## src/spb_pkg.sv

```systemverilog
// constants, register map and state types for the serial port receive/config block
// assumes an 8-bit special function register bus on the core clock
package spb_pkg;

  // register byte addresses on the special function register bus
  localparam logic [7:0] SPB_ADDR_TX_BUF = 8'h9a;
  localparam logic [7:0] SPB_ADDR_RX_BUF = 8'h9b;
  localparam logic [7:0] SPB_ADDR_CFG_ONE = 8'he8;

  // reset values and the slave fill byte
  localparam logic [7:0] SPB_CFG_ONE_RESET = 8'h10;
  localparam logic [7:0] SPB_RX_BUF_RESET = 8'h00;
  localparam logic [7:0] SPB_TX_BUF_RESET = 8'h00;
  localparam logic [7:0] SPB_SLAVE_FILL = 8'h00;

  // field positions in serial_port_config_one
  localparam int SPB_IRQ_SEL_BIT = 5;
  localparam int SPB_AUTO_SS_BIT = 4;
  localparam int SPB_SS_IN_EN_BIT = 3;
  localparam int SPB_OVF_REPLACE_BIT = 2;
  localparam int SPB_RATE_LSB = 0;
  localparam logic [7:0] SPB_CFG_ONE_WMASK = 8'h3f;

  // serial clock: core clock divided by 8 << rate code, toggled every half period
  localparam int SPB_SCLK_MIN_DIVIDE = 8;
  localparam int SPB_HALF_MIN = SPB_SCLK_MIN_DIVIDE / 2;
  localparam logic [4:0] SPB_LAST_EDGE = 5'h0f;
  localparam logic [2:0] SPB_LAST_BIT = 3'h7;

  // receive fifo geometry
  localparam int SPB_FIFO_WIDTH = 8;
  localparam int SPB_FIFO_DEPTH = 16;

  typedef enum logic [1:0] {
    SPB_IDLE,
    SPB_SHIFT,
    SPB_GAP
  } spb_master_state_e;

endpackage : spb_pkg

```

## src/spb_rx_config.sv

```systemverilog
// serial port receive buffer, first configuration register and shift engines
// assumes a synchronous sfr bus and pins already synchronous to mclk
//
// Summary of operation
// - reading receive buffer moves one byte from fifo output into it
// - every complete received byte is pushed into the receive fifo, unless it is full with overflow replace 0
// - trigger select 0: interrupt raised when receive data is available
// - trigger select 1: interrupt raised when transmit buffer is empty
// - master, auto select clear: chip select held low continuously
// - master, auto select set: chip select low only during a byte
// - master, auto select set: low across a continuous burst, then high
// - slave, select input enable set: select pin gates the slave
// - overflow replace 0: byte arriving into full buffer is dropped
// - overflow replace 1: arriving byte evicts the oldest byte held in the fifo
// - rate code 0..3 divides core clock by 8, 16, 32 or 64
// - master select 0 means slave, 1 means master
// - continuous mode keeps select low until buffer and shifter empty
`timescale 1ns/1ns
`default_nettype none

module spb_fifo #(
  parameter int WIDTH = 8,
  parameter int DEPTH = 16
) (
  input wire logic mclk,
  input wire logic reset_n,
  input wire logic in_valid,
  output logic in_ready,
  input wire logic [WIDTH-1:0] in_data,
  output logic out_valid,
  input wire logic out_ready,
  output logic [WIDTH-1:0] out_data,
  output logic full
);
  localparam int AW = $clog2(DEPTH);
  logic [WIDTH-1:0] mem [DEPTH];
  logic [AW-1:0] rd_ptr_q;
  logic [AW-1:0] wr_ptr_q;
  logic [AW:0] count_q;
  logic push;
  logic pop;

  // a full fifo still takes a word when one leaves in the same cycle
  assign full = (count_q == (AW+1)'(DEPTH));
  assign out_valid = (count_q != '0);
  assign in_ready = !full || out_ready;
  assign push = in_valid && in_ready;
  assign pop = out_valid && out_ready;
  assign out_data = mem[rd_ptr_q];

  // storage, no reset needed on the data words
  always_ff @(posedge mclk) begin
    if (push) begin
      mem[wr_ptr_q] <= in_data;
    end
  end

  // pointers and fill level
  always_ff @(posedge mclk or negedge reset_n) begin
    if (!reset_n) begin
      rd_ptr_q <= '0;
      wr_ptr_q <= '0;
      count_q <= '0;
    end else begin
      if (push) begin
        wr_ptr_q <= (wr_ptr_q == AW'(DEPTH - 1)) ? '0 : wr_ptr_q + 1'b1;
      end
      if (pop) begin
        rd_ptr_q <= (rd_ptr_q == AW'(DEPTH - 1)) ? '0 : rd_ptr_q + 1'b1;
      end
      if (push && !pop) begin
        count_q <= count_q + 1'b1;
      end else if (pop && !push) begin
        count_q <= count_q - 1'b1;
      end
    end
  end
endmodule : spb_fifo

module spb_rx_config #(
  parameter int FIFO_DEPTH = spb_pkg::SPB_FIFO_DEPTH
) (
  input wire logic mclk,
  input wire logic reset_n,
  input wire logic [7:0] sfr_addr,
  input wire logic [7:0] sfr_wdata,
  input wire logic sfr_wr,
  input wire logic sfr_rd,
  output logic [7:0] sfr_rdata,
  input wire logic spi_enable,
  input wire logic master_select,
  input wire logic continuous_transfer_enable,
  input wire logic clk_polarity,
  input wire logic clk_phase,
  output logic spi_irq,
  input wire logic sclk_i,
  output logic sclk_o,
  output logic sclk_oe,
  input wire logic mosi_i,
  output logic mosi_o,
  output logic mosi_oe,
  input wire logic miso_i,
  output logic miso_o,
  output logic miso_oe,
  input wire logic ss_n_i,
  output logic ss_n_o,
  output logic ss_n_oe
);
  import spb_pkg::*;

  // half period of the serial clock minus one, in core cycles
  function automatic logic [5:0] half_limit(input logic [1:0] rate);
    half_limit = (6'(SPB_HALF_MIN) << rate) - 6'h01;
  endfunction : half_limit

  logic [7:0] cfg_one_q;
  logic [7:0] rx_buf_q;
  logic [7:0] tx_data_q;
  logic tx_full_q;
  logic [7:0] sfr_rdata_q;
  logic spi_irq_q;
  logic irq_sel;
  logic auto_ss;
  logic ss_in_en;
  logic ovf_replace;
  logic [1:0] rate;
  logic sw_rx_read;
  logic rx_push;
  logic [7:0] rx_push_data;
  logic fifo_out_valid;
  logic fifo_pop;
  logic fifo_full;
  logic [7:0] fifo_out_data;
  logic master_en;
  logic master_load;
  logic slave_load;
  logic m_push;
  logic [7:0] m_push_data;
  logic s_push;
  logic [7:0] s_push_data;

  assign irq_sel = cfg_one_q[SPB_IRQ_SEL_BIT];
  assign auto_ss = cfg_one_q[SPB_AUTO_SS_BIT];
  assign ss_in_en = cfg_one_q[SPB_SS_IN_EN_BIT];
  assign ovf_replace = cfg_one_q[SPB_OVF_REPLACE_BIT];
  assign rate = cfg_one_q[SPB_RATE_LSB +: 2];
  assign master_en = spi_enable && master_select;
  assign sw_rx_read = sfr_rd && (sfr_addr == SPB_ADDR_RX_BUF);

  // config register, reserved bits never stored so they read back zero
  always_ff @(posedge mclk or negedge reset_n) begin
    if (!reset_n) begin
      cfg_one_q <= SPB_CFG_ONE_RESET;
    end else if (sfr_wr && sfr_addr == SPB_ADDR_CFG_ONE) begin
      cfg_one_q <= sfr_wdata & SPB_CFG_ONE_WMASK;
    end
  end

  // transmit holding byte; a write in the load cycle wins so no byte is lost
  always_ff @(posedge mclk or negedge reset_n) begin
    if (!reset_n) begin
      tx_data_q <= SPB_TX_BUF_RESET;
      tx_full_q <= 1'b0;
    end else if (sfr_wr && sfr_addr == SPB_ADDR_TX_BUF) begin
      tx_data_q <= sfr_wdata;
      tx_full_q <= 1'b1;
    end else if (master_load || slave_load) begin
      tx_full_q <= 1'b0;
    end
  end

  // receive fifo: software reads drain it, so it can really fill
  assign rx_push = m_push || s_push;
  assign rx_push_data = m_push ? m_push_data : s_push_data;
  // on overflow either drop the newcomer or evict the oldest byte
  assign fifo_pop = (sw_rx_read && fifo_out_valid)
                  || (rx_push && fifo_full && ovf_replace);

  spb_fifo #(
    .WIDTH(SPB_FIFO_WIDTH),
    .DEPTH(FIFO_DEPTH)
  ) u_rx_fifo (
    .mclk(mclk),
    .reset_n(reset_n),
    .in_valid(rx_push),
    .in_ready(),
    .in_data(rx_push_data),
    .out_valid(fifo_out_valid),
    .out_ready(fifo_pop),
    .out_data(fifo_out_data),
    .full(fifo_full)
  );

  // receive buffer register, loaded from the fifo head by a read
  always_ff @(posedge mclk or negedge reset_n) begin
    if (!reset_n) begin
      rx_buf_q <= SPB_RX_BUF_RESET;
    end else if (sw_rx_read && fifo_out_valid) begin
      rx_buf_q <= fifo_out_data;
    end
  end

  // read data, one cycle after the strobe; transmit buffer is write only
  always_ff @(posedge mclk or negedge reset_n) begin
    if (!reset_n) begin
      sfr_rdata_q <= 8'h00;
    end else if (sfr_rd) begin
      unique case (sfr_addr)
        SPB_ADDR_RX_BUF: sfr_rdata_q <= fifo_out_valid ? fifo_out_data : rx_buf_q;
        SPB_ADDR_CFG_ONE: sfr_rdata_q <= cfg_one_q;
        default: sfr_rdata_q <= 8'h00;
      endcase
    end
  end
  assign sfr_rdata = sfr_rdata_q;

  // interrupt level follows the selected source
  always_ff @(posedge mclk or negedge reset_n) begin
    if (!reset_n) begin
      spi_irq_q <= 1'b0;
    end else if (irq_sel) begin
      spi_irq_q <= !tx_full_q;
    end else begin
      spi_irq_q <= fifo_out_valid;
    end
  end
  assign spi_irq = spi_irq_q;

  // master engine
  spb_master_state_e state_q;
  logic [5:0] half_cnt_q;
  logic [4:0] edge_cnt_q;
  logic sclk_q;
  logic mosi_q;
  logic ss_n_q;
  logic [7:0] m_tx_q;
  logic [7:0] m_rx_q;
  logic m_tick;
  logic m_last;
  logic m_sample;

  // at or past the limit, so a rate cut mid-gap cannot run the counter round
  assign m_tick = (state_q != SPB_IDLE) && (half_cnt_q >= half_limit(rate));
  assign m_last = m_tick && state_q == SPB_SHIFT && edge_cnt_q == SPB_LAST_EDGE;
  // even edges lead; phase 0 samples on leading, phase 1 on trailing
  assign m_sample = (edge_cnt_q[0] == clk_phase);
  assign master_load = master_en && tx_full_q
                     && (state_q == SPB_IDLE || (m_last && continuous_transfer_enable));
  assign m_push = m_last;
  assign m_push_data = clk_phase ? {m_rx_q[6:0], miso_i} : m_rx_q;

  // sequencing, divider and shift registers of the master
  always_ff @(posedge mclk or negedge reset_n) begin
    if (!reset_n) begin
      state_q <= SPB_IDLE;
      half_cnt_q <= '0;
      edge_cnt_q <= '0;
      sclk_q <= 1'b0;
      mosi_q <= 1'b0;
      m_tx_q <= 8'h00;
      m_rx_q <= 8'h00;
    end else if (!master_en) begin
      state_q <= SPB_IDLE;
      half_cnt_q <= '0;
      sclk_q <= clk_polarity;
    end else begin
      half_cnt_q <= m_tick ? '0 : half_cnt_q + 6'h01;
      if (master_load) begin
        state_q <= SPB_SHIFT;
        half_cnt_q <= '0;
        edge_cnt_q <= '0;
        sclk_q <= clk_polarity;
        m_tx_q <= tx_data_q;
        if (!clk_phase) begin
          mosi_q <= tx_data_q[7];
        end
      end else if (m_last) begin
        state_q <= SPB_GAP;
        sclk_q <= ~sclk_q;
      end else if (state_q == SPB_GAP && m_tick) begin
        state_q <= SPB_IDLE;
      end else if (state_q == SPB_IDLE) begin
        half_cnt_q <= '0;
        sclk_q <= clk_polarity;
      end else if (state_q == SPB_SHIFT && m_tick) begin
        sclk_q <= ~sclk_q;
        edge_cnt_q <= edge_cnt_q + 5'h01;
        if (m_sample) begin
          m_rx_q <= {m_rx_q[6:0], miso_i};
        end else begin
          mosi_q <= clk_phase ? m_tx_q[7] : m_tx_q[6];
          m_tx_q <= {m_tx_q[6:0], 1'b0};
        end
      end
    end
  end

  // chip select: manual low, or low while a byte or burst is shifting
  always_ff @(posedge mclk or negedge reset_n) begin
    if (!reset_n) begin
      ss_n_q <= 1'b1;
    end else if (!master_en) begin
      ss_n_q <= 1'b1;
    end else if (!auto_ss) begin
      ss_n_q <= 1'b0;
    end else begin
      ss_n_q <= !(state_q == SPB_SHIFT || master_load);
    end
  end

  assign sclk_o = sclk_q;
  assign sclk_oe = master_en;
  assign mosi_o = mosi_q;
  assign mosi_oe = master_en;
  assign ss_n_o = ss_n_q;
  assign ss_n_oe = master_en;

  // slave engine, clocked by mclk and stepped by detected edges of the incoming serial clock
  logic sl_active;
  logic sl_active_q;
  logic sclk_prev_q;
  logic sl_edge;
  logic sl_lead;
  logic sl_sample;
  logic sl_shift;
  logic sl_skip_q;
  logic [2:0] sl_cnt_q;
  logic [7:0] sl_rx_q;
  logic [7:0] sl_tx_q;
  logic miso_q;
  logic [7:0] sl_next;

  // without select input enable the slave is always selected
  assign sl_active = spi_enable && !master_select && (!ss_in_en || !ss_n_i);
  assign sl_edge = sl_active && (sclk_i != sclk_prev_q);
  assign sl_lead = (sclk_i != clk_polarity);
  assign sl_sample = sl_edge && (sl_lead ^ clk_phase);
  assign sl_shift = sl_edge && !(sl_lead ^ clk_phase);
  assign s_push = sl_sample && sl_cnt_q == SPB_LAST_BIT;
  assign s_push_data = {sl_rx_q[6:0], mosi_i};
  assign slave_load = (sl_active && !sl_active_q) || s_push;
  assign sl_next = tx_full_q ? tx_data_q : SPB_SLAVE_FILL;

  // slave shifter; a reload in phase 0 skips the old byte's closing edge
  always_ff @(posedge mclk or negedge reset_n) begin
    if (!reset_n) begin
      sl_active_q <= 1'b0;
      sclk_prev_q <= 1'b0;
      sl_skip_q <= 1'b0;
      sl_cnt_q <= '0;
      sl_rx_q <= 8'h00;
      sl_tx_q <= 8'h00;
      miso_q <= 1'b0;
    end else begin
      sl_active_q <= sl_active;
      sclk_prev_q <= sclk_i;
      if (!sl_active) begin
        sl_cnt_q <= '0;
        sl_skip_q <= 1'b0;
      end else if (slave_load) begin
        sl_tx_q <= sl_next;
        sl_cnt_q <= '0;
        sl_skip_q <= s_push && !clk_phase;
        if (!clk_phase) begin
          miso_q <= sl_next[7];
        end
      end else if (sl_sample) begin
        sl_rx_q <= {sl_rx_q[6:0], mosi_i};
        sl_cnt_q <= sl_cnt_q + 3'h1;
      end else if (sl_shift && sl_skip_q) begin
        sl_skip_q <= 1'b0;
      end else if (sl_shift) begin
        miso_q <= clk_phase ? sl_tx_q[7] : sl_tx_q[6];
        sl_tx_q <= {sl_tx_q[6:0], 1'b0};
      end
    end
  end

  assign miso_o = miso_q;
  assign miso_oe = sl_active;

endmodule : spb_rx_config

`default_nettype wire

```

## config.mk

```make
export PLATFORM = sky130hd
export DESIGN_NAME = spb_rx_config
export DESIGN_NICKNAME = d
export VERILOG_FILES = /design/src/spb_pkg.sv /design/src/spb_rx_config.sv
export SDC_FILE = /design/constraint.sdc
export NUM_CORES = 1
export LEC_CHECK = 0
export ABC_AREA = 1
export BUFFER_PORTS_ARGS = -buffer_cell sky130_fd_sc_hd__buf_4
export CORE_MARGIN = 10
export CORE_UTILIZATION = 40
export DETAILED_ROUTE_END_ITERATION = 7
export GPL_TIMING_DRIVEN = 0
export PLACE_DENSITY = 0.59
export SYNTH_ARGS = -nofsm -noshare
export SYNTH_HDL_FRONTEND = slang
export SYNTH_SLANG_ARGS = --single-unit
```

## constraint.sdc

```tcl
create_clock -name mclk -period 2.7 [get_ports mclk]
set_input_delay 0 -clock mclk [delete_from_list [all_inputs] [get_ports mclk]]
set_output_delay 0 -clock mclk [all_outputs]
set_load 0.1 [all_outputs]
```

; ---- Word-level counts from Yosys, hierarchy flattened
; Memory sizes are Yosys's and may differ from the RTL's.
; Index checks and enable logic that the tools add are counted.
[totals]
reg_bits = 99
latch_bits = 0
ram_bits = 128
romBits = 0
in_bits = 29
word_cells = 199
mem_count = 1
[mem_list]
columns = name, depth, word_bits, rd, rd_ports_with_merged_regs, write_ports, line
row1 = u_rx_fifo.mem, 16, 8, 1, 0, 1, spb_rx_config.sv:36  ; logic [WIDTH-1:0] mem [DEPTH];
[op_classes]
n_addsub = 8
n_mul = 0
div = 0
magnitude_cmp = 1
n_eq_ne = 27
n_shift = 1
muxes = 68
n_bitwise = 7
reduce_logical = 62
[ops]
columns = op, count
row1 = 8-bit 2-to-1 mux, 14
row2 = 6-bit 2-to-1 mux, 6
row3 = 5-bit 2-to-1 mux, 7
row4 = 1-bit 2-to-1 mux, 31
row5 = 1-bit logical AND, 27
row6 = "8-bit == test, second input constant", 3
row7 = "2-bit inequality test, second input constant", 8
row8 = 8-bit case mux with 2 select lines, 1
row9 = 7-bit AND reduction, 2
row10 = 1-bit logical NOT, 11
row11 = "5-bit by 1-bit adder with 5-bit output, second input constant", 2
row12 = 5-bit AND reduction, 2
row13 = 2-bit nonzero test, 5
row14 = 3-bit 2-to-1 mux, 3
row15 = "4-bit by 1-bit adder with 4-bit output, second input constant", 2
row16 = "4-bit == test, second input constant", 2
row17 = 1-bit logical OR, 8
row18 = 2-bit 2-to-1 mux, 4
row19 = 4-bit 2-to-1 mux, 2
row20 = "6-bit by 1-bit adder with 6-bit output, second input constant", 1
row21 = 6-bit >= comparator, 1
row22 = "3-bit by 2-bit inequality test with 1-bit output, second input constant", 2
row23 = 1-bit inverter, 6
row24 = 6-bit AND reduction, 1
row25 = 21 further kinds, 23

; ---- Depth between registers and ports, before layout
[depth]
ltp_word = 16
mapped_depth = 20
mapped_depth_nobuf = 20

; ---- Modules after synthesis
; Synthesis repeated with hierarchy kept, for this count alone.
[unflattened]
hier_cells = 1151
hier_area_um2 = 10860.4
[modules_own_cells]
columns = module, n_inst, cells_each, area_each_um2, seq_area_each_um2
row1 = spb_fifo, 1, 639, 6434.9, 4169.0
row2 = spb_rx_config, 1, 512, 4425.5, 2154.6

; ---- Worst setup path before layout
; Ideal clock, no wire load.
[synth_path]
kind = register to register
from = reg cfg_one_q[1]
to = reg u_rx_fifo.count_q[4]
setup_ns = 0.130
t_arrival_ns = 2.705
required_ns = 2.570
setup_slack_ns = -0.135
path_stages_with_launch = 21
n_path_buf = 0
path_cell_list = dfrtp_1 -> inv_1 -> ha_1 -> nand2_1 -> nor2_1 -> nand2_1 -> nand3_2 -> nand3_4 -> nand2_2 -> nand3_1 -> nand2_1 -> inv_1 -> ha_1 -> inv_1 -> ha_1 -> a21o_1 -> a31oi_1 -> nand2_1 -> nand2_1 -> nor2_1 -> xor2_1
[synth_between]
elab_chain_len = 15
word_cells_on_any_way = 19
classes_between = add/sub (1) / order compare (1) / shift (1) / mux (1) / reduce/logical (15)
[synth_lines]
columns = element, line
row1 = start: declaration, spb_rx_config.sv:116  ; logic [7:0] cfg_one_q;
row2 = start signal: assignment, spb_rx_config.sv:155  ; cfg_one_q <= sfr_wdata & SPB_CFG_ONE_WMASK;
row3 = 3-bit by 2-bit << shifter with 6-bit output (*), spb_rx_config.sv:113  ; half_limit = (6'(SPB_HALF_MIN) << rate) - 6'h01;
row4 = 6-bit by 1-bit subtractor with 6-bit output (*), spb_rx_config.sv:113
row5 = 6-bit >= comparator (*), spb_rx_config.sv:243  ; assign m_tick = (state_q != SPB_IDLE) && (half_cnt_q >= half_limit(rate));
row6 = 1-bit logical AND (*), spb_rx_config.sv:243
row7 = 1-bit logical AND (*) (2 in a row), spb_rx_config.sv:244  ; assign m_last = m_tick && state_q == SPB_SHIFT && edge_cnt_q == SPB_LAST_EDGE;
row8 = 1-bit logical OR (*), spb_rx_config.sv:173  ; assign rx_push = m_push || s_push;
row9 = 1-bit logical AND (2 in a row), spb_rx_config.sv:177  ; || (rx_push && fifo_full && ovf_replace);
row10 = 1-bit logical OR, spb_rx_config.sv:177
row11 = 1-bit logical OR, spb_rx_config.sv:46  ; assign in_ready = !full || out_ready;
row12 = 1-bit logical AND, spb_rx_config.sv:47  ; assign push = in_valid && in_ready;
row13 = 1-bit logical NOT, spb_rx_config.sv:73  ; end else if (pop && !push) begin
row14 = 1-bit logical AND, spb_rx_config.sv:73
row15 = 2-bit nonzero test (no source line), --
row16 = end signal: assignment, spb_rx_config.sv:72  ; count_q <= count_q + 1'b1;
row17 = end signal: assignment, spb_rx_config.sv:74  ; count_q <= count_q - 1'b1;
row18 = end: declaration, spb_rx_config.sv:39  ; logic [AW:0] count_q;
; Every way passes the cells marked *; elsewhere a longest branch is shown, timed or not.
; A chain may end at the register's enable or synchronous reset.

; ---- Worst setup path after layout
; Same ends and word-level chain as after synthesis.

==> flow_summary.ini <==
[sta]
skew_ns = 0.01601
slew_headroom_pct = 39.37
fin_crit_sh_pct = 100.5
drv_slew = 0
rsz0062_at_grt = yes
setup_violations = 2
whs_ns = 0.03014
fmax_ghz = 0.3685
timing.final.ws_setup_ns = -0.01389
worst_pin_slew_ns = 0.9094
finalHoldViolCount = 0
fin_setup_tns_ns = -0.02731
finalCriticalPeriod_ns = 2.714

[clock_tree]
clkSinkCount = 227
htreeDepth = 1
cts_root_buffer = clkbuf_16
numCtsBuffers = 25
clock_path_buffers = 3
clkTransAtPathRegs_ns = 0.06
cts_tree = yes
clk_latency_ns = 0.52

[yosys]
dominantRegCellSynth = edfxtp_1
synthCells = 1053
ys_top_cells_by_count = nand2_1, nor2_1, o21ai_0
synth.top_cells.by_area = edfxtp_1, dfrtp_1, nand2_1, o21ai_0, nor2_1
yosys.area.top_type_share_pct = 37.03
synth_edf_count = 128
synth-seq-area-share_pct = 60.91
synth_seq_cells = 227
synth_most_common_cell = nand2_1
async_reset_ff_share_pct = 43.61
syn_avg_cell_area_um2 = 9.859
synth_nets = 1101
yosys_warnings = 0
synthDistinctLibCells = 49
yosysTopAreaCell = edfxtp_1
synth_area_um2 = 10380

[placed_design]
gp_congestion = 0.8295
port_buffers = 45
dpl.hpwl_um = 17430
dpl_cell_area_um2 = 11240

[setup_path]
critPathArrivalTime_ns = 3.10
required_ns = 3.09
crit_fanout = 4
cp-start-kind = register
critical_path_class = register to register
endpoint_kind = register

[drt]
drtPass1Iterations = 6
drt_wl_total_um = 25370
dr_total_vias = 7659
drtIter0Drc = 550
drtAntennaViolNets = 0
drc_errors = 0
avgViaCountPerCell = 5.045
avgRoutedWirePerCell_um = 16.71

[global_routing]
grt_max_degree = 100
antenna_found_initial = 0
grt-ovfl-total = 0
grt_use_total_pct = 15.42
grt_pass1_wl_um = 41270
first_global_vias = 7696

[power_and_ir_drop]
power_leakage_nw = 5.239
cellPowerDensity_nw_per_um2 = 633.2
max-vdd-ir-drop_mv = 0.5122

[floorplan]
io_pins = 46
die_x_um = 181.1
die_y_um = 181.1
row_count = 58
start_util_pct = 40.99
core_um2 = 25330
die_area_um2 = 32800

[worst_hold_path]
hp-class = input port to register

[status]
violations = setup timing
status = complete, but fails checks

[layout]
fin_area_um2 = 12510
fin_nets = 1217
drive_above_1_share_pct = 16.33
fillers = 2318
diodes = 0
area_growth_syn_to_layout_pct = 20.50

[flow_run]
cap_violations = 0
## registers in the layout (all words and copies together), names as in the netlist, 2 cells and up
register,count
u_rx_fifo.count_q,5
m_tx_q,8
sl_cnt_q,3
m_rx_q,8
sl_rx_q,7
sfr_rdata,8
sl_tx_q,8
u_rx_fifo.mem,128
u_rx_fifo.wr_ptr_q,4
tx_data_q,8
edge_cnt_q,5
cfg_one_q,6
state_q,2
half_cnt_q,6
u_rx_fifo.rd_ptr_q,4
rx_buf_q,8
## power breakdown
part	internal (mW)	total, mW	switching (mW)
combinational	0.282	0.877	0.594
sequential	3.80	3.86	0.0605
clock	1.83	3.18	1.36
total	5.91	7.92	2.01
## path summary, 6_finish.rpt
kind,startpoint,end,slack [ns],depth (start not counted)
setup reg to reg,cfg_one_q[1],u_rx_fifo.count_q[4],-0.01,20
hold reg to reg,half_cnt_q[0],half_cnt_q[0],0.47,1
min in group asynchronous,reset_n,rx_buf_q[1],0.16,2
max in group asynchronous,reset_n,u_rx_fifo.count_q[3],1.86,2
setup / recovery,cfg_one_q[1],u_rx_fifo.count_q[4],-0.01,20
hold / removal,clk_phase,miso_o,0.03,8
## critical path, cell delays in order (launching register included)
cell     delay (ns)
dfrtp_1        0.39
inv_2          0.07
ha_4           0.26
nand2_1        0.05
nor2_2         0.13
nand2_2        0.07
nand3_4        0.08
nand3_4        0.09
nand2_4        0.10
nand3_4        0.08
nand2_4        0.10
inv_4          0.04
ha_4           0.16
inv_4          0.08
ha_4           0.21
a21o_1         0.16
a31oi_2        0.17
nand2_1        0.08
nand2_1        0.07
nor2_2         0.04
xor2_1         0.13
## final cells by class
type                            instances  area (µm²)  share of cell area (%)
Multi-Input combinational cell        671        3573                   28.57
Sequential cell                       227        6325                   50.56
Buffer                                 39       224.0                   1.790
Tap cell                              330       412.9                   3.301
Clock buffer                           33       665.6                   5.321
Inverter                              116       447.9                   3.581
Timing Repair Buffer                   89       772.0                   6.171
Clock inverter                         13       88.84                  0.7101
## logic make-up after synthesis
| group | Yosys count | share of synthesized area [%] |
|---|---|---|
| adders and majority gates | 19 | 2.362 |
| other | 1 | 0.03612 |
| buffers and inverters | 155 | 6.400 |
| xor gates and xnor gates | 11 | 0.9280 |
| DFF | 227 | 60.91 |
| AOI/OAI and AO/OA | 222 | 11.69 |
| muxes | 3 | 0.3134 |
| and+or+nand+nor | 415 | 17.36 |
## cell usage in the layout (no fill, tap or decap), types with 8 or more instances in the layout
cell and n:
buf_2 14, ha_1 15, nor2_2 19, dlygate4sd3_1 24
buf_4 65, nand4_1 8, dfrtp_1 96, nand3_1 41
clkbuf_16 25, o21ai_1 20, nor2_1 139, o211ai_1 22
clkbuf_1 21, edfxtp_1 128, inv_1 107, a21oi_1 28
nand2_4 8, nand2_1 179, o21ai_0 128
## repair_timing
| item | 4_1_cts | 5_1_grt |
|---|---|---|
| buffers inserted | 9 | 6 |
| hold endpoints to repair | 129 | 0 |
| gates resized for setup | 11 | 23 |
| pin swaps | 7 | 10 |
| hold buffers | 24 | 0 |
| endpoints found under the setup margin | 114 | 170 |
## metal layers
layer,track usage (%),up-vias,part of all wire (%)
met5,0,-,0
met4,4.588,0,2.7
met3,1.958,40,4.0
met2,25.68,164,48
met1,20.54,3679,45
li1,-,3776,-
## metrics by stage
| stage | setup WS, ns | instances | power (mW) | util [%] |
|---|---|---|---|---|
| final | -0.01389 | 1518 | 7.921 | 49.39 |
| after global routing | -0.2192 | 1518 | 8.238 | 49.39 |
| after CTS | -0.01968 | 1512 | 7.969 | 48.85 |
| after detailed placement | -0.3393 | 1433 | 4.759 | 44.38 |
| after global placement | -1.520 | 1428 | 4.729 | 44.08 |
| after floorplan | 0.02048 | 1053 | 4.439 | - |
No activity file was read; power rests on OpenSTA's default activity.
